File: src/inc/sdc_pkg.sv
// Functional notes
// - Serial bits enter MSB first, one bit per active strobe edge.
// - Chained converters share strobe and load lines; tail feeds next.
// - Each strobing write presents exactly the next serial bit.
// - Serial bit comes from the top bit of the host word.
// - Word held as upper nibble plus lower byte, upper part first.
// - Host makes a rising-edge strobe per write.
// - Second write asserts both load inputs to transfer the word.
// - Host serial pin supplies data while writes make strobes.
// - Strobe comes from an address decode qualified by write strobe.
// - Word held right-justified, shifted out upper bits first.
// - Two's complement becomes offset binary by inverting the MSB.
// - Calibration loads mid-scale for zero, all ones for full scale.
package sdc_pkg;

  // ==========================================================
  // Word format
  localparam int          WORD_W      = 12;
  localparam int          FIFO_DEPTH  = 8;
  localparam logic [11:0] ZERO_CODE   = 12'h000;
  localparam logic [11:0] MID_SCALE   = 12'h800;
  localparam logic [11:0] FULL_SCALE  = 12'hfff;

  // ==========================================================
  // Calibration modes
  localparam logic [1:0]  CAL_OFF     = 2'h0;
  localparam logic [1:0]  CAL_MID     = 2'h1;
  localparam logic [1:0]  CAL_FULL    = 2'h2;

  // ==========================================================
  // Timing
  localparam int          CLK_MHZ     = 200;
  localparam int          STB_HALF_NS = 40;
  localparam int          STB_HALF_CYC =
    (STB_HALF_NS * CLK_MHZ + 999) / 1000;
  localparam int          LOAD_NS     = 50;
  localparam int          LOAD_CYC    = (LOAD_NS * CLK_MHZ + 999) / 1000;
  localparam int          CLEAR_NS    = 50;
  localparam int          CLEAR_CYC   = (CLEAR_NS * CLK_MHZ + 999) / 1000;

  // ==========================================================
  // Sequencer states
  typedef enum logic [2:0] {
    ST_IDLE  = 3'b000,
    ST_FETCH = 3'b001,
    ST_LOW   = 3'b010,
    ST_HIGH  = 3'b011,
    ST_LOAD  = 3'b100,
    ST_CLEAR = 3'b101
  } sdc_state_t;

endpackage : sdc_pkg

File: src/logic/sdc_host.sv
`timescale 1ns/1ps
module sdc_host
  import sdc_pkg::*;
#(
  parameter int NUM_DEV = 1
) (
  // Clock and reset
  input  wire logic                       CLK,
  input  wire logic                       RESET_N,
  // Word stream, farthest converter first
  input  wire logic                       IN_VALID,
  input  wire logic [sdc_pkg::WORD_W-1:0] IN_DATA,
  output logic                            IN_READY,
  // Commands
  input  wire logic                       FRAME_START,
  input  wire logic                       CLEAR_START,
  input  wire logic                       TWOS_COMP,
  input  wire logic [1:0]                 CAL_MODE,
  // Status and read-back from the chain tail
  output logic                            BUSY,
  output logic                            RB_VALID,
  output logic [sdc_pkg::WORD_W-1:0]      RB_DATA,
  // Converter pins
  output logic                            SHIFT_STROBE_A,
  output logic                            SHIFT_STROBE_B,
  output logic                            SHIFT_STROBE_C,
  output logic                            SHIFT_STROBE_FALL_N,
  output logic                            SERIAL_IN,
  output logic                            TRANSFER_N_A,
  output logic                            TRANSFER_N_B,
  output logic                            DAC_REG_ZERO_N,
  input  wire logic                       SERIAL_CHAIN_OUT
);

  import sdc_pkg::*;

  localparam int BW = 4;
  localparam int DW = $clog2(NUM_DEV + 1);
  localparam int CW = 8;

  // ==========================================================
  // Declarations
  sdc_state_t        state_r;
  sdc_state_t        state_nxt;
  logic [WORD_W-1:0] shift_r;
  logic [WORD_W-1:0] shift_nxt;
  logic [WORD_W-1:0] rb_sh_r;
  logic [WORD_W-1:0] rb_sh_nxt;
  logic [WORD_W-1:0] rb_data_r;
  logic [WORD_W-1:0] rb_data_nxt;
  logic              rb_valid_r;
  logic              rb_valid_nxt;
  logic [BW-1:0]     bit_r;
  logic [BW-1:0]     bit_nxt;
  logic [DW-1:0]     dev_r;
  logic [DW-1:0]     dev_nxt;
  logic [CW-1:0]     cnt_r;
  logic [CW-1:0]     cnt_nxt;
  logic [1:0]        cal_r;
  logic [1:0]        cal_nxt;
  logic              tc_r;
  logic              tc_nxt;
  logic              strobe_r;
  logic              strobe_nxt;
  logic              serial_r;
  logic              serial_nxt;
  logic              xfer_n_r;
  logic              xfer_n_nxt;
  logic              zero_n_r;
  logic              zero_n_nxt;
  logic              busy_r;
  logic              busy_nxt;
  logic              sro_s1_r;
  logic              sro_s2_r;
  logic              fifo_valid;
  logic [WORD_W-1:0] fifo_data;
  logic              fifo_pop;
  logic              restart;
  logic              tick;
  logic              go;
  logic [WORD_W-1:0] word;

  // ==========================================================
  // Word buffer; while empty it stalls data frames, calibration frames never wait
  sdc_fifo #(
    .W     (WORD_W),
    .DEPTH (FIFO_DEPTH)
  ) u_fifo (
    .clk       (CLK),
    .rst_n     (RESET_N),
    .in_valid  (IN_VALID),
    .in_data   (IN_DATA),
    .in_ready  (IN_READY),
    .out_valid (fifo_valid),
    .out_data  (fifo_data),
    .out_ready (fifo_pop)
  );

  // ==========================================================
  // Strobe half-period enable
  sdc_tick #(
    .HALF (STB_HALF_CYC)
  ) u_tick (
    .clk     (CLK),
    .rst_n   (RESET_N),
    .restart (restart),
    .tick    (tick)
  );

  // ==========================================================
  // Chain tail input synchroniser
  always_ff @(posedge CLK or negedge RESET_N) begin
    if (!RESET_N) begin
      sro_s1_r <= 1'b0;
      sro_s2_r <= 1'b0;
    end else begin
      sro_s1_r <= SERIAL_CHAIN_OUT;
      sro_s2_r <= sro_s1_r;
    end
  end

  // ==========================================================
  // Sequencer
  always_comb begin
    state_nxt    = state_r;
    shift_nxt    = shift_r;
    rb_sh_nxt    = rb_sh_r;
    rb_data_nxt  = rb_data_r;
    rb_valid_nxt = 1'b0;
    bit_nxt      = bit_r;
    dev_nxt      = dev_r;
    cnt_nxt      = cnt_r;
    cal_nxt      = cal_r;
    tc_nxt       = tc_r;
    strobe_nxt   = strobe_r;
    serial_nxt   = serial_r;
    xfer_n_nxt   = xfer_n_r;
    zero_n_nxt   = zero_n_r;
    fifo_pop     = 1'b0;
    restart      = 1'b0;
    go           = 1'b0;
    word         = fifo_data;
    case (state_r)
      ST_IDLE: begin
        // Clear wins over a frame requested in the same cycle
        if (CLEAR_START) begin
          zero_n_nxt = 1'b0;
          cnt_nxt    = CW'(CLEAR_CYC - 1);
          state_nxt  = ST_CLEAR;
        end else if (FRAME_START) begin
          cal_nxt   = CAL_MODE;
          tc_nxt    = TWOS_COMP;
          dev_nxt   = '0;
          state_nxt = ST_FETCH;
        end
      end
      ST_FETCH: begin
        // Calibration codes need no buffered words
        restart = 1'b1;
        if (cal_r == CAL_MID) begin
          word = MID_SCALE;
          go   = 1'b1;
        end else if (cal_r == CAL_FULL) begin
          word = FULL_SCALE;
          go   = 1'b1;
        end else if (fifo_valid) begin
          // Offset binary from two's complement
          word     = fifo_data ^ {tc_r, {(WORD_W-1){1'b0}}};
          fifo_pop = 1'b1;
          go       = 1'b1;
        end
        if (go) begin
          // Right-justified word, top bit goes out first
          shift_nxt  = word;
          serial_nxt = word[WORD_W-1];
          bit_nxt    = '0;
          state_nxt  = ST_LOW;
        end
      end
      ST_LOW: begin
        // Data has had a half period of setup before the rise
        if (tick) begin
          strobe_nxt = 1'b1;
          state_nxt  = ST_HIGH;
        end
      end
      ST_HIGH: begin
        if (tick) begin
          strobe_nxt = 1'b0;
          shift_nxt  = shift_r << 1;
          // Tail bit sampled late in the high phase, long after it moved
          rb_sh_nxt  = {rb_sh_r[WORD_W-2:0], sro_s2_r};
          if (bit_r == BW'(WORD_W - 1)) begin
            rb_valid_nxt = 1'b1;
            rb_data_nxt  = {rb_sh_r[WORD_W-2:0], sro_s2_r};
            if (dev_r == DW'(NUM_DEV - 1)) begin
              // Shared load only after all 12N edges
              xfer_n_nxt = 1'b0;
              cnt_nxt    = CW'(LOAD_CYC - 1);
              state_nxt  = ST_LOAD;
            end else begin
              dev_nxt   = dev_r + 1'b1;
              state_nxt = ST_FETCH;
            end
          end else begin
            // Next bit presented on the falling edge
            bit_nxt    = bit_r + 1'b1;
            serial_nxt = shift_r[WORD_W-2];
            state_nxt  = ST_LOW;
          end
        end
      end
      ST_LOAD: begin
        if (cnt_r == '0) begin
          xfer_n_nxt = 1'b1;
          state_nxt  = ST_IDLE;
        end else begin
          cnt_nxt = cnt_r - 1'b1;
        end
      end
      ST_CLEAR: begin
        if (cnt_r == '0) begin
          zero_n_nxt = 1'b1;
          state_nxt  = ST_IDLE;
        end else begin
          cnt_nxt = cnt_r - 1'b1;
        end
      end
      default: begin
        state_nxt  = ST_IDLE;
        strobe_nxt = 1'b0;
        xfer_n_nxt = 1'b1;
        zero_n_nxt = 1'b1;
      end
    endcase
    busy_nxt = (state_nxt != ST_IDLE);
  end

  always_ff @(posedge CLK or negedge RESET_N) begin
    if (!RESET_N) begin
      state_r    <= ST_IDLE;
      shift_r    <= ZERO_CODE;
      rb_sh_r    <= ZERO_CODE;
      rb_data_r  <= ZERO_CODE;
      rb_valid_r <= 1'b0;
      bit_r      <= '0;
      dev_r      <= '0;
      cnt_r      <= '0;
      cal_r      <= CAL_OFF;
      tc_r       <= 1'b0;
      strobe_r   <= 1'b0;
      serial_r   <= 1'b0;
      xfer_n_r   <= 1'b1;
      zero_n_r   <= 1'b1;
      busy_r     <= 1'b0;
    end else begin
      state_r    <= state_nxt;
      shift_r    <= shift_nxt;
      rb_sh_r    <= rb_sh_nxt;
      rb_data_r  <= rb_data_nxt;
      rb_valid_r <= rb_valid_nxt;
      bit_r      <= bit_nxt;
      dev_r      <= dev_nxt;
      cnt_r      <= cnt_nxt;
      cal_r      <= cal_nxt;
      tc_r       <= tc_nxt;
      strobe_r   <= strobe_nxt;
      serial_r   <= serial_nxt;
      xfer_n_r   <= xfer_n_nxt;
      zero_n_r   <= zero_n_nxt;
      busy_r     <= busy_nxt;
    end
  end

  // ==========================================================
  // Pin drive; unused strobes parked at non-blocking levels
  always_comb begin
    SHIFT_STROBE_A      = strobe_r;
    SHIFT_STROBE_B      = 1'b0;
    SHIFT_STROBE_C      = 1'b0;
    SHIFT_STROBE_FALL_N = 1'b1;
    SERIAL_IN           = serial_r;
    // Both loads move together, never while clearing
    TRANSFER_N_A        = xfer_n_r;
    TRANSFER_N_B        = xfer_n_r;
    DAC_REG_ZERO_N      = zero_n_r;
    BUSY                = busy_r;
    RB_VALID            = rb_valid_r;
    RB_DATA             = rb_data_r;
  end

  int hi_cnt;
  int edge_cnt;
  int zero_cnt;

  always_ff @(posedge CLK or negedge RESET_N) begin
    if (!RESET_N) begin
      hi_cnt   <= 0;
      edge_cnt <= 0;
      zero_cnt <= 0;
    end else begin
      hi_cnt   <= strobe_r ? hi_cnt + 1 : 0;
      zero_cnt <= !zero_n_r ? zero_cnt + 1 : 0;
      if (state_r == ST_IDLE) begin
        edge_cnt <= 0;
      end else if (strobe_nxt && !strobe_r) begin
        edge_cnt <= edge_cnt + 1;
      end
    end
  end
endmodule : sdc_host

File: src/logic/sdc_fifo.sv
`timescale 1ns/1ps
module sdc_fifo #(
  parameter int W     = 12,
  parameter int DEPTH = 8
) (
  // Clock and reset
  input  wire logic         clk,
  input  wire logic         rst_n,
  // Fill side
  input  wire logic         in_valid,
  input  wire logic [W-1:0] in_data,
  output logic              in_ready,
  // Drain side
  output logic              out_valid,
  output logic [W-1:0]      out_data,
  input  wire logic         out_ready
);

  localparam int AW = $clog2(DEPTH);

  logic [W-1:0]  mem [DEPTH];
  logic [AW-1:0] wr_r;
  logic [AW-1:0] wr_nxt;
  logic [AW-1:0] rd_r;
  logic [AW-1:0] rd_nxt;
  logic [AW:0]   cnt_r;
  logic [AW:0]   cnt_nxt;
  logic          rdy_r;
  logic          rdy_nxt;
  logic          push;
  logic          pop;

  // ==========================================================
  // Pointers and occupancy
  always_comb begin
    push    = in_valid && rdy_r;
    pop     = out_ready && (cnt_r != '0);
    wr_nxt  = wr_r;
    rd_nxt  = rd_r;
    cnt_nxt = cnt_r;
    if (push) begin
      wr_nxt = (wr_r == AW'(DEPTH - 1)) ? '0 : wr_r + 1'b1;
    end
    if (pop) begin
      rd_nxt = (rd_r == AW'(DEPTH - 1)) ? '0 : rd_r + 1'b1;
    end
    if (push && !pop) begin
      cnt_nxt = cnt_r + 1'b1;
    end else if (pop && !push) begin
      cnt_nxt = cnt_r - 1'b1;
    end
    // Ready is registered so the top port stays a flop output
    rdy_nxt = (cnt_nxt != (AW+1)'(DEPTH));
  end

  always_ff @(posedge clk or negedge rst_n) begin
    if (!rst_n) begin
      wr_r  <= '0;
      rd_r  <= '0;
      cnt_r <= '0;
      rdy_r <= 1'b1;
    end else begin
      wr_r  <= wr_nxt;
      rd_r  <= rd_nxt;
      cnt_r <= cnt_nxt;
      rdy_r <= rdy_nxt;
    end
  end

  always_ff @(posedge clk) begin
    if (push) begin
      mem[wr_r] <= in_data;
    end
  end

  assign in_ready  = rdy_r;
  assign out_valid = (cnt_r != '0);
  assign out_data  = mem[rd_r];

endmodule : sdc_fifo

File: src/logic/sdc_tick.sv
`timescale 1ns/1ps
module sdc_tick #(
  parameter int HALF = 8
) (
  // Clock and reset
  input  wire logic clk,
  input  wire logic rst_n,
  // Control
  input  wire logic restart,
  output logic      tick
);

  localparam int CW = $clog2(HALF + 1);

  logic [CW-1:0] cnt_r;
  logic [CW-1:0] cnt_nxt;
  logic          tick_r;
  logic          tick_nxt;

  // ==========================================================
  // One-cycle enable every HALF clocks, phase set by restart
  always_comb begin
    cnt_nxt  = cnt_r + 1'b1;
    tick_nxt = 1'b0;
    if (restart) begin
      cnt_nxt = '0;
    end else if (cnt_r == CW'(HALF - 1)) begin
      cnt_nxt  = '0;
      tick_nxt = 1'b1;
    end
  end

  always_ff @(posedge clk or negedge rst_n) begin
    if (!rst_n) begin
      cnt_r  <= '0;
      tick_r <= 1'b0;
    end else begin
      cnt_r  <= cnt_nxt;
      tick_r <= tick_nxt;
    end
  end

  assign tick = tick_r;

endmodule : sdc_tick

File: config.mk
export PLATFORM = sky130hd
export DESIGN_NAME = sdc_host
export DESIGN_NICKNAME = d
export VERILOG_FILES = /design/src/inc/sdc_pkg.sv /design/src/logic/sdc_host.sv /design/src/logic/sdc_fifo.sv /design/src/logic/sdc_tick.sv
export SDC_FILE = /design/constraint.sdc
export NUM_CORES = 1
export LEC_CHECK = 0
export ABC_CLOCK_PERIOD_IN_PS = 3200
export BUFFER_PORTS_ARGS = -buffer_cell sky130_fd_sc_hd__buf_4
export CORE_UTILIZATION = 50
export DETAILED_ROUTE_END_ITERATION = 10
export PLACE_DENSITY = 0.68
export SETUP_SLACK_MARGIN = 0.5
export SLEW_MARGIN = 10
export SYNTH_ARGS = -nofsm -noshare
export SYNTH_HDL_FRONTEND = slang
export SYNTH_SLANG_ARGS = --single-unit
File: constraint.sdc
create_clock -name CLK -period 3.2 [get_ports CLK]
set_input_delay 0.64 -clock CLK [delete_from_list [all_inputs] [get_ports CLK]]
set_output_delay 0.64 -clock CLK [all_outputs]
set_load 0.05 [all_outputs]
== Word-level counts from Yosys, hierarchy flattened ==
Memories as Yosys holds them, arrays and structs flattened.
Index checks and enable logic that the tools add are counted.
Word-level totals
  register bits after elaboration: 77
  bits in writable memories: 96
  input bits: 21
  output and inout bits: 23
  memories: 1
Operators by class
  add/subtract/negate cells: 8
  equal/unequal tests: 24
  multiplexer cells: 66
  bitwise logic cells: 5
  reductions and logical operators: 27
Memory list
  u_fifo.mem: words 8, width 12, rd ports 1, clocked after Yosys merged registers in 0, write ports 1, RTL line sdc_fifo.sv:21  | logic [W-1:0] mem [DEPTH];
Operators by type and width (count)
  2-to-1 mux 8 bit: 5
  2-to-1 mux 12 bit: 3
  2-to-1 mux 1 bit: 30
  2-to-1 mux 3 bit: 10
  2-to-1 mux 4 bit: 7
  one-hot mux 8 bit (3 select lines): 1
  2-to-1 mux 11 bit: 2
  one-hot mux 11 bit (2 select lines): 1
  inequality test 2 bit, second input constant: 10
  one-hot mux 3 bit (5 select lines): 1
  AND reduction 3 bit: 5
  adder 4 x 1 -> 4 bit, second input constant: 3
  equality test 3 bit, second input constant: 4
  OR reduction 4 bit: 3
  bitwise XOR 12 bit: 1
  AND reduction 5 bit: 2
  one-hot mux 1 bit (3 select lines): 3
  logical NOT 8 bit: 1
  one-hot mux 4 bit (2 select lines): 1
  subtractor 8 x 1 -> 8 bit, second input constant: 1
  adder 3 x 1 -> 3 bit, second input constant: 2
  equality test 3 x 2 -> 1 bit, second input constant: 2
  AND reduction 6 bit: 1
  nonzero test 3 bit: 2
  other kinds (19): 29

== Logic depth before layout (Yosys ltp) ==
Gate-level depths: netlist (run 1).
  word-level depth: 10
  mapped depth: 8
  gate-level depth less buffers: 7

== Cells and area by module ==
A second synthesis (run 1) with hierarchy kept.
Second synthesis, totals
  cells, all modules: 508
  area total of the unflattened synthesis: 7354.6 sq um
By module, submodules not included
  sdc_fifo: times used 1, cells an instance 206, area each 4259.1 sq um, seq. area each 3159.3 sq um
  sdc_host: times used 1, cells an instance 286, area each 2897.8 sq um, seq. area each 1503.9 sq um
  sdc_tick: times used 1, cells an instance 16, area each 197.7 sq um, seq. area each 125.1 sq um

== Worst setup path after synthesis (run 1) ==
No wires, ideal clock.
  path kind: reg2reg
  from: reg u_fifo.rdy_r, in the netlist u_fifo.in_ready
  to: mem u_fifo.mem[0][0] (enable)
  library setup time: 0.412 ns
  arrival time: 2.144 ns
  path slack: 0.644 ns
  cell stages (with the launch flop): 3
  path buffers: 0
  cell sequence: dfstp_2 > nand2_1 > nor4_1
On the way
  word-level cells in the longest chain between the ends: 3
Ends and longest elaborated chain
  from (decl): RTL line sdc_fifo.sv:28  | logic rdy_r;
  from (signal assigned): RTL line sdc_fifo.sv:66  | rdy_r <= rdy_nxt;
  logical AND 1 bit: RTL line sdc_fifo.sv:36  | push = in_valid && rdy_r;
  2-to-1 mux 1 bit: RTL line sdc_fifo.sv:71  | if (push) begin
  2-to-1 mux 1 bit (not written as such): RTL line sdc_fifo.sv:72  | mem[wr_r] <= in_data;
  to (decl): RTL line sdc_fifo.sv:21
Every way passes these cells.

== Worst setup path in the final report (run 1) ==
  from: reg u_fifo.cnt_r[1]
  to: reg u_fifo.rdy_r, in the netlist u_fifo.in_ready
On the way
  word-level cells in the longest chain between the ends: 10
Ends and longest elaborated chain
  from (decl): RTL line sdc_fifo.sv:26  | logic [AW:0] cnt_r;
  from (signal assigned): RTL line sdc_fifo.sv:65  | cnt_r <= cnt_nxt;
  nonzero test 4 bit: RTL line sdc_fifo.sv:37, sdc_fifo.sv:77
  2-to-1 mux 1 bit: RTL line sdc_host.sv:166  | end else if (fifo_valid) begin
  2-to-1 mux 1 bit: RTL line sdc_host.sv:163  | end else if (cal_r == CAL_FULL) begin
  2-to-1 mux 1 bit: RTL line sdc_host.sv:160  | if (cal_r == CAL_MID) begin
  2-to-1 mux 1 bit: RTL line sdc_host.sv:143  | case (state_r)
  logical AND 1 bit: RTL line sdc_fifo.sv:37  | pop = out_ready && (cnt_r != '0);
  logical AND 1 bit or logical NOT 1 bit (tied branches): RTL line sdc_fifo.sv:49, sdc_fifo.sv:47
  2-to-1 mux 4 bit or logical AND 1 bit (tied branches): RTL line sdc_fifo.sv:49, sdc_fifo.sv:47
  2-to-1 mux 4 bit *: RTL line sdc_fifo.sv:47  | if (push && !pop) begin
  named net u_fifo.cnt_nxt[1]: RTL line sdc_fifo.sv:27  | logic [AW:0] cnt_nxt;
  inequality test 4 bit *: RTL line sdc_fifo.sv:53  | rdy_nxt = (cnt_nxt != (AW+1)'(DEPTH));
  named net u_fifo.rdy_nxt: RTL line sdc_fifo.sv:29  | logic rdy_nxt;
The timed path passes the listed nets; every way through them passes the cells marked *.
A chain may end at the register's enable or synchronous reset.

==> results of run 1 <==
==> power by group <==
group | total, mW | switching [mW] | internal (mW)
clock | 2.02 | 0.912 | 1.10
combinational | 0.572 | 0.346 | 0.227
sequential | 2.70 | 0.114 | 2.59
==> kinds of logic after synthesis <==
| family | count (synthesis) | share of synthesized area |
|---|---|---|
| AO/OA/AOI/OAI | 50 | 0.0493 |
| XOR/XNOR | 16 | 0.0208 |
| adder cells (fa/ha/maj) | 10 | 0.0173 |
| buffers and inverters | 35 | 0.0231 |
| flip-flops | 172 | 0.674 |
| multiplexers | 45 | 0.109 |
| other | 2 | 0.00106 |
| AND/OR/NAND/NOR | 159 | 0.106 |
==> layer usage <==
| metal | vias up | share of wire | global-route usage |
|---|---|---|---|
| li1 | 1900 | - | - |
| met5 | - | 0 | 0 |
| met4 | 0 | 0.010 | 0.0687 |
| met3 | 9 | 0.039 | 0.0484 |
| met2 | 84 | 0.50 | 0.325 |
| met1 | 2036 | 0.45 | 0.250 |
==> synth_stat cells, types with 4 or more instances <==
master,n
edfxtp_1,96
nand2_1,79
dfrtp_1,73
mux4_2,24
nor2_1,23
mux2_2,18
clkbuf_1,14
nor2b_1,13
nor3_1,13
a211oi_1,11
inv_1,10
o221ai_1,10
ha_1,9
xnor2_1,9
a21oi_1,8
o21ai_0,8
nand3_1,7
xor2_1,6
buf_2,5
buf_4,5
nor4_1,4
or3_1,4
==> cell type report <==
cell class              count  area [µm²]  area share
clock inverters            14         155      0.0188
well taps                 180         225      0.0273
inverters                  10        37.5     0.00456
repair buffers             57         440      0.0534
multi-input cells         283        2160       0.263
clock buffers              18         429      0.0521
flip-flops and latches    172        4790       0.581
==> through the flow <==
stage          std cells  utilization  cell area, µm²  power [mW]
6_report             734        0.594            8240        5.29
5_1_grt              734        0.594            8240        5.48
4_1_cts              734        0.594            8240        5.33
3_5_place_dp         702        0.552            7660        3.33
3_3_place_gp         702        0.552            7660        3.29
2_1_floorplan        490            -            7110        3.08
==> worst max-delay path by stage <==
stage | from | to
finish | u_fifo.cnt_r[1] | u_fifo.in_ready
global route | u_fifo.cnt_r[1] | u_fifo.in_ready
CTS | u_fifo.cnt_r[1] | u_fifo.in_ready
detailed placement | u_fifo.cnt_r[1] | u_fifo.in_ready
global placement | u_fifo.cnt_r[1] | u_fifo.in_ready
floorplan | u_fifo.in_ready | u_fifo.mem[0][0]
==> worst max-delay path, cell delays in order (launching register included) <==
cell,delay (ns)
dfrtp_1,0.43
inv_1,0.10
ha_1,0.18
or3b_2,0.49
nand3_1,0.25
maj3_1,0.21
o22ai_1,0.10
or4b_1,0.53
==> flip-flops by register name, indices dropped and copies added, names as in the netlist, 2 cells and up <==
register	flops
u_fifo.mem	96
RB_DATA	12
rb_sh_r	11
shift_r	11
cnt_r	8
bit_r	4
u_fifo.cnt_r	4
u_tick.cnt_r	4
state_r	3
u_fifo.rd_r	3
u_fifo.wr_r	3
cal_r	2
==> impl_metrics.ini, run 1 <==
[yosys]
synth_top_area_cell = edfxtp_1
synth_edf_count = 96
syn_area_um2 = 7110
ys_seq_area_frac = 0.674
ys_warn_count = 0
async_flop_share = 0.442
synth_top_area_frac = 0.406
syn_area_per_cell_um2 = 14.5
synthFlopType = edfxtp_1
syn-instance-count = 489
synth.distinct_cells = 50
synthTopCellsByArea = edfxtp_1, dfrtp_1, mux4_2, nand2_1, mux2_2
yosys_register_bits = 172

[global_route]
track_usage = 0.195
antenna_found_initial = 0
grt_overflow_total = 0
grt_pass1_vias = 4092
grt_pass1_wl_mm = 21.0
grt_start_max_net_pins = 77

[clocking]
clk_path_buf_depth = 2
clk_latency_ns = 0.43
cts_buffers = 17
htree_levels = 4
cts.hold.buffers_added = 0
cts_repair_resize_count = 0
post_cts_buffers = 0
root_buffer = clkbuf_16
cts_tree = yes
clkTransAtPathRegs_ns = 0.06
numClockSinks = 172

[sta]
finClkSkew_ns = 0.0102
hold-worst-slack_ns = 0.318
finalHoldViolCount = 0
slew_viol_final = 0
slew_headroom = 0.337
grt_setup_unrepaired = no
timing.final.ws_setup_ns = 0.824
worstMarginPinSlew_ns = 0.991
finalSetupTns_ns = 0
final-setup-viol-count = 0
max_clock_freq_mhz = 421
period_share = 0.742
fin_crit_ns = 2.38

[detailed_routing]
wirelength_mm = 13.0
drt-initial-drc-count = 311
vias = 4029
antenna_left = 0
drc = 0
wl_per_cell_um = 17.8
via_per_inst = 5.49
dr.pass1.iters = 4

[die]
die_h_um = 121
coreArea_um2 = 13900
start_util = 0.512
io_pins = 44
num_rows = 43
fp.dieArea_um2 = 14700
die_w_um = 121

[finish]
diodes = 0
drive_gt1_frac = 0.251
layout_common_cells = edfxtp_1, nand2_1, dfrtp_1, buf_4, mux4_2
final_nets = 571
area_delta_synth_final_pct = 16.0
nFillCells = 1059
layout_commonest_cell = edfxtp_1

[critical_path]
r2r_setup_slack_ns = 0.82
cp_data_required_time_ns = 3.54
reg2reg_to = u_fifo.in_ready
crit_path_start_kind = register
cp.arrival_ns = 2.72
cp-end-kind = register
crit_type = reg2reg
cp_max_fo = 7
reg2reg_from = u_fifo.cnt_r[1]
worst_r2r_path_depth = 7

[placed_design]
place_congestion = 0.800
dp_hpwl_mm = 8.13
dp_slack_ns = 0.853
portBuffers = 40

[worst_hold_path]
min_from = SERIAL_CHAIN_OUT
holdPathStages = 1
hold_path_class = in2reg
hold_end = sro_s1_r

[power]
p_leak_nw = 3.21
power_density_nw_per_um2 = 642
irDropWorstVdd_uv = 471

[status]
status = completed

[flow_run]
maxCapViolCount = 0
Power figures use the tool's default switching activity.
==> run 2, diff against run 1 <==
ABC_AREA = 1   (was default)
ABC_CLOCK_PERIOD_IN_PS = 2100   (was 3200)
PLACE_DENSITY = 0.7   (was 0.68)
clock period = 2.1 ns   (was 3.2 ns; I/O delays follow)
==> run 2 against run 1 <==
Against the previous run: critical endpoint unchanged; clock-buffer cell count rose by 3; largest power group unchanged; fmax rose by 51%; final cell count rose by 37%.
==> impl_metrics.ini, run 2 <==
[sta]
slew_viol_final = 0
finalSetupTns_ns = 0
worstMarginPinSlew_ns = 0.614
grt_setup_unrepaired = yes
finClkSkew_ns = 0.00868
final-setup-viol-count = 0
fin_crit_ns = 1.58
slew_headroom = 0.591
max_clock_freq_mhz = 634
hold-worst-slack_ns = 0.107
finalHoldViolCount = 0
period_share = 0.751

[clocking]
root_buffer = clkbuf_16
clkTransAtPathRegs_ns = 0.06
clk_latency_ns = 0.43
clk_path_buf_depth = 2
numClockSinks = 172
cts_tree = yes
htree_levels = 4
cts_buffers = 17

[die]
start_util = 0.510
die_w_um = 124
coreArea_um2 = 14500
die_h_um = 124
fp.dieArea_um2 = 15300
num_rows = 44
io_pins = 44

[finish]
largest_register = u_fifo.mem
layout_commonest_cell = nand2_1
area_delta_synth_final_pct = 24.5
largest_reg_flops = 96
diodes = 0
drive_gt1_frac = 0.250
layout_common_cells = nand2_1, nand3_1, edfxtp_1, buf_4, dfrtp_1
final_nets = 841
nFillCells = 1114

[global_route]
antenna_found_initial = 0
track_usage = 0.218
grt_pass1_wl_mm = 25.0
grt_pass1_vias = 5114
grt_overflow_total = 0
grt_start_max_net_pins = 50

[placed_design]
portBuffers = 40
dp_hpwl_mm = 9.78
place_congestion = 0.856

[power]
swShare = 0.278
pwr-share-clk = 0.346
power_density_nw_per_um2 = 906
irDropWorstVdd_uv = 774
combinationalPowerShare = 0.163
p_leak_nw = 3.86
power.net_switching_mw = 2.31
pwr-share-seq = 0.491
p_int_mw = 6.01

[yosys]
ys_warn_count = 0
synth_common_cells = nand2_1, nand3_1, edfxtp_1
async_flop_share = 0.442
synthTopCellsByArea = edfxtp_1, dfrtp_1, nand2_1, nand3_1, nor2_1
syn_area_um2 = 7380
yosysMostFrequentCell = nand2_1
syn_area_per_cell_um2 = 10.2
ys_seq_area_frac = 0.649
synthFlopType = edfxtp_1
yosys_register_bits = 172
syn-instance-count = 726
synth_top_area_frac = 0.390
synth.distinct_cells = 39
synth_edf_count = 96
synth_top_area_cell = edfxtp_1

[critical_path]
cp-end-kind = register
cp_data_required_time_ns = 2.45
cp.arrival_ns = 1.93
crit_type = reg2reg
cp_max_fo = 8
crit_path_start_kind = register

[detailed_routing]
vias = 5476
drc = 0
antenna_left = 0
wirelength_mm = 16.8
dr.pass1.iters = 5
wl_per_cell_um = 16.6
via_per_inst = 5.43
drt-initial-drc-count = 373

[status]
status = completed

[flow_run]
maxCapViolCount = 0

[worst_hold_path]
hold_path_class = in2reg
==> run 2: cell types whose count changed after synthesis, moves of 11 or more <==
cell	change
nand3_1	+96
mux2_2	-17
nor2_1	+28
nand2_1	+123
o21ai_0	+28
inv_1	+35
a211oi_1	-11
nor2b_1	-13
mux4_2	-24
==> run 2: logic make-up after synthesis <==
group | after synthesis | synth area share
mux | 1 | 0.00153
simple gates | 383 | 0.225
compound gates | 68 | 0.0517
other cells | 2 | 0.00102
flops | 172 | 0.649
fa+ha+maj | 9 | 0.0153
buf+inv | 82 | 0.0463
xor+xnor | 9 | 0.0107
==> run 2: power by group through the flow <==
stage | registers, mW | clock network, mW | logic [mW]
global placement | 4.13 | 0 | 0.927
floorplan | 4.11 | 0 | 0.650
CTS | 4.08 | 2.92 | 1.09
global route | 4.11 | 3.05 | 1.46
detailed placement | 4.15 | 0 | 0.972
finish | 4.08 | 2.88 | 1.36
==> run 2: worst paths after layout <==
kind                            slack [ns]              end        startpoint  depth (start not counted)
worst min register to register        0.35         sro_s2_r          sro_s1_r                          0
worst max-delay path                  0.52  u_fifo.in_ready        state_r[2]                          9
worst max register to register        0.52  u_fifo.in_ready        state_r[2]                          9
worst min-delay path                  0.11         sro_s1_r  SERIAL_CHAIN_OUT                          1
max in group asynchronous             0.96  u_fifo.in_ready           RESET_N                          3
min in group asynchronous             0.49         cnt_r[4]           RESET_N                          2
==> run 2: per-layer routing <==
layer	track usage	routed length, µm
met4	0.0881	391
met1	0.276	7060
met2	0.362	8360
met5	0	0
met3	0.0521	955
==> run 2: timing repair <==
action / in CTS / in global routing
hold endpoints to repair: 33 / 0
gates resized for setup: 25 / 63
pin swaps: 6 / 16
hold buffers: 1 / 0
cloned: 0 / 6
buffers inserted: 7 / 28
setup endpoints to repair: 115 / 100
==> run 2: final cells by class <==
type	instances	area, µm²	share of cell area
clock inverter	11	88.8	0.00967
tap	184	230	0.0251
sequential	172	4800	0.522
clock buffer	21	453	0.0493
timing repair buffer	92	832	0.0905
timing repair inverter	3	17.5	0.00191
inverter	50	209	0.0227
multi-input combinational	475	2560	0.279
==> run 2: metrics by stage <==
step	util	worst slack, ns	power (mW)	std cells	cell area [µm²]
global route	0.635	0.438	8.62	1008	9190
floorplan	-	0.426	4.76	727	7460
CTS	0.602	0.453	8.09	974	8710
finish	0.635	0.524	8.32	1008	9190
detailed placement	0.552	0.317	5.12	934	7990
global placement	0.552	0.388	5.06	934	7990
==> run 2: worst max-delay path, stage by stage, from the launching register on <==
cell and delay, ns:
dfrtp_2 0.48, buf_6 0.15, nor2_4 0.21, nand3_4 0.12, nand2_4 0.14, nand2_2 0.08, nand2_2 0.08, nand2_2 0.06
nor2_1 0.11, nand3_1 0.08
==> run 3, diff against run 2 <==
ABC_CLOCK_PERIOD_IN_PS = 1400   (was 2100)
clock period = 1.4 ns   (was 2.1 ns; I/O delays follow)
==> run 3 against run 2 <==
Against the previous run: the flow now finishes with violations (negative setup slack); final cell count up 7.1%; clock skew hardly changed; combinational power is 79% higher; total power rose by 55%; largest cell class unchanged; largest power group unchanged.
==> impl_metrics.ini, run 3 (synthesis results as in run 2) <==
[status]
status = finished with violations
violations = negative setup slack

[finish]
largest_reg_flops = 96
layout_common_cells = nand2_1, edfxtp_1, nand3_1, buf_4, dfrtp_1
area_delta_synth_final_pct = 47.4
final_nets = 913
layout_commonest_cell = nand2_1
largest_register = u_fifo.mem
diodes = 0
drive_gt1_frac = 0.433

[detailed_routing]
wl_per_cell_um = 19.8
vias = 6089
drt-initial-drc-count = 392
wirelength_mm = 21.4
antenna_left = 0
dr.pass1.iters = 5
via_per_inst = 5.64
drc = 0

[sta]
finClkSkew_ns = 0.00844
fin_crit_ns = 1.62
slew_viol_final = 0
final-setup-viol-count = 122
timing.final.ws_setup_ns = -0.216
finalHoldViolCount = 0
finalSetupTns_ns = -11.54
period_share = 1.15
grt_setup_unrepaired = yes
max_clock_freq_mhz = 619

[critical_path]
crit_path_start_kind = register
max_stage_delay_ns = 0.42
cp_slowest_cell = dfrtp_1
crit_chain = inv_1 > nand2_2 > nand2_4 > o21ai_4 > nand2_4 > buf_12 > nor2_4 > a31oi_4
crit_type = reg2reg
startpoint = cal_r[0]
cp.arrival_ns = 1.93
cp_max_fo = 6
reg2reg_from = cal_r[0]
cp-end-kind = register
path_buf_inv = 2
cp_top_family = simple AND/OR/NAND/NOR gates
worst_path_most_repeated_cell = nand2_4
cp_data_required_time_ns = 1.71

[clocking]
numClockSinks = 172
htree_levels = 4
root_buffer = clkbuf_16
clk_latency_ns = 0.44
clk_path_buf_depth = 2
clkTransAtPathRegs_ns = 0.07
cts_tree = yes
cts_buffers = 17

[global_route]
grt_pass1_vias = 5790
track_usage = 0.249
grt_pass1_wl_mm = 28.0
antenna_found_initial = 0
grt_overflow_total = 0
grt_start_max_net_pins = 29

[placed_design]
place_congestion = 0.860
portBuffers = 40
dp_hpwl_mm = 10.6

[power]
pwr-share-seq = 0.471
pwr-share-clk = 0.341
swShare = 0.284
p_int_mw = 9.26
combinationalPowerShare = 0.189
power.net_switching_mw = 3.67
power_mw = 12.9
p_leak_nw = 4.57
power_density_nw_per_um2 = 1190
irDropWorstVdd_uv = 1180

[die]
fp.dieArea_um2 = 15300
coreArea_um2 = 14500
die_w_um = 124
die_h_um = 124
io_pins = 44
num_rows = 44
start_util = 0.510

[worst_hold_path]
min_from = TWOS_COMP
hold_path_class = in2reg

[flow_run]
maxCapViolCount = 0
## run 3: changes by cell type in the layout (fill, tap and decap cells not counted), moves of 12 or more
cell     change
buf_6       +38
nand2_1     -32
nand2_2     +18
nand2_4     +14
nand3_1     -12
nor2_1      -22
nor2_4      +12
o21ai_0     -32
o21ai_2     +25
## run 3: power groups by stage
| stage | sequential, mW | combinational (mW) | clock [mW] |
|---|---|---|---|
| final | 6.09 | 2.44 | 4.41 |
| after global routing | 6.11 | 2.62 | 4.62 |
| after CTS | 6.06 | 2.04 | 4.40 |
| after detailed placement | 6.16 | 1.93 | 0 |
| after global placement | 6.14 | 1.85 | 0 |
| after floorplan | 6.18 | 1.05 | 0 |
## run 3: final timing paths
kind	end	slack, ns	depth (start not counted)
max	shift_r[9]	-0.22	8
min	tc_r	0.08	2
max reg2reg	shift_r[9]	-0.22	8
min reg2reg	sro_s2_r	0.36	0
max in group asynchronous	sro_s2_r	0.66	3
min in group asynchronous	cnt_r[2]	0.28	2
## run 3: metrics by stage
stage	setup slack (ns)	cell area (µm²)	std cells	hold slack, ns	utilization
2_1_floorplan	-0.274	7640	727	-0.0156	-
3_3_place_gp	-0.0798	8690	993	0.233	0.600
3_5_place_dp	-0.122	8690	993	0.241	0.600
4_1_cts	-0.0986	9970	1051	0.0736	0.689
5_1_grt	-0.302	10900	1080	0.0729	0.752
6_report	-0.216	10900	1080	0.0768	0.752
## run 3: layout make-up
class | instances | area (µm²)
Multi-Input combinational cell | 474 | 3180
Clock inverter | 14 | 113
Inverter | 50 | 214
Tap cell | 184 | 230
Fill cell | 822 | 3590
Clock buffer | 18 | 429
Timing Repair inverter | 1 | 6.26
Sequential cell | 172 | 4790
Timing Repair Buffer | 167 | 1920
## run 3: worst reg2reg max path: stages (launching register included)
cell,delay [ns]
dfrtp_1,0.42
inv_1,0.11
nand2_2,0.12
nand2_4,0.09
o21ai_4,0.24
nand2_4,0.13
buf_12,0.17
nor2_4,0.16
a31oi_4,0.06
## run 3: what timing repair did
| action | 4_1_cts | 5_1_grt |
|---|---|---|
| pin swaps | 33 | 36 |
| cloned | 9 | 5 |
| setup endpoints to repair | 190 | 218 |
| hold buffers | 2 | 0 |
| setup buffers | 15 | 24 |
| gates resized for setup | 108 | 151 |
| hold endpoints to repair | 24 | 0 |
## run 3: routing by layer
metal | wire [µm] | track usage | vias to the layer above | part of all wire
met5 | 0 | 0 | - | 0
met4 | 1030 | 0.127 | 0 | 0.048
met3 | 1070 | 0.0507 | 80 | 0.050
met2 | 11500 | 0.438 | 247 | 0.54
met1 | 7810 | 0.286 | 2998 | 0.37
li1 | - | - | 2764 | -
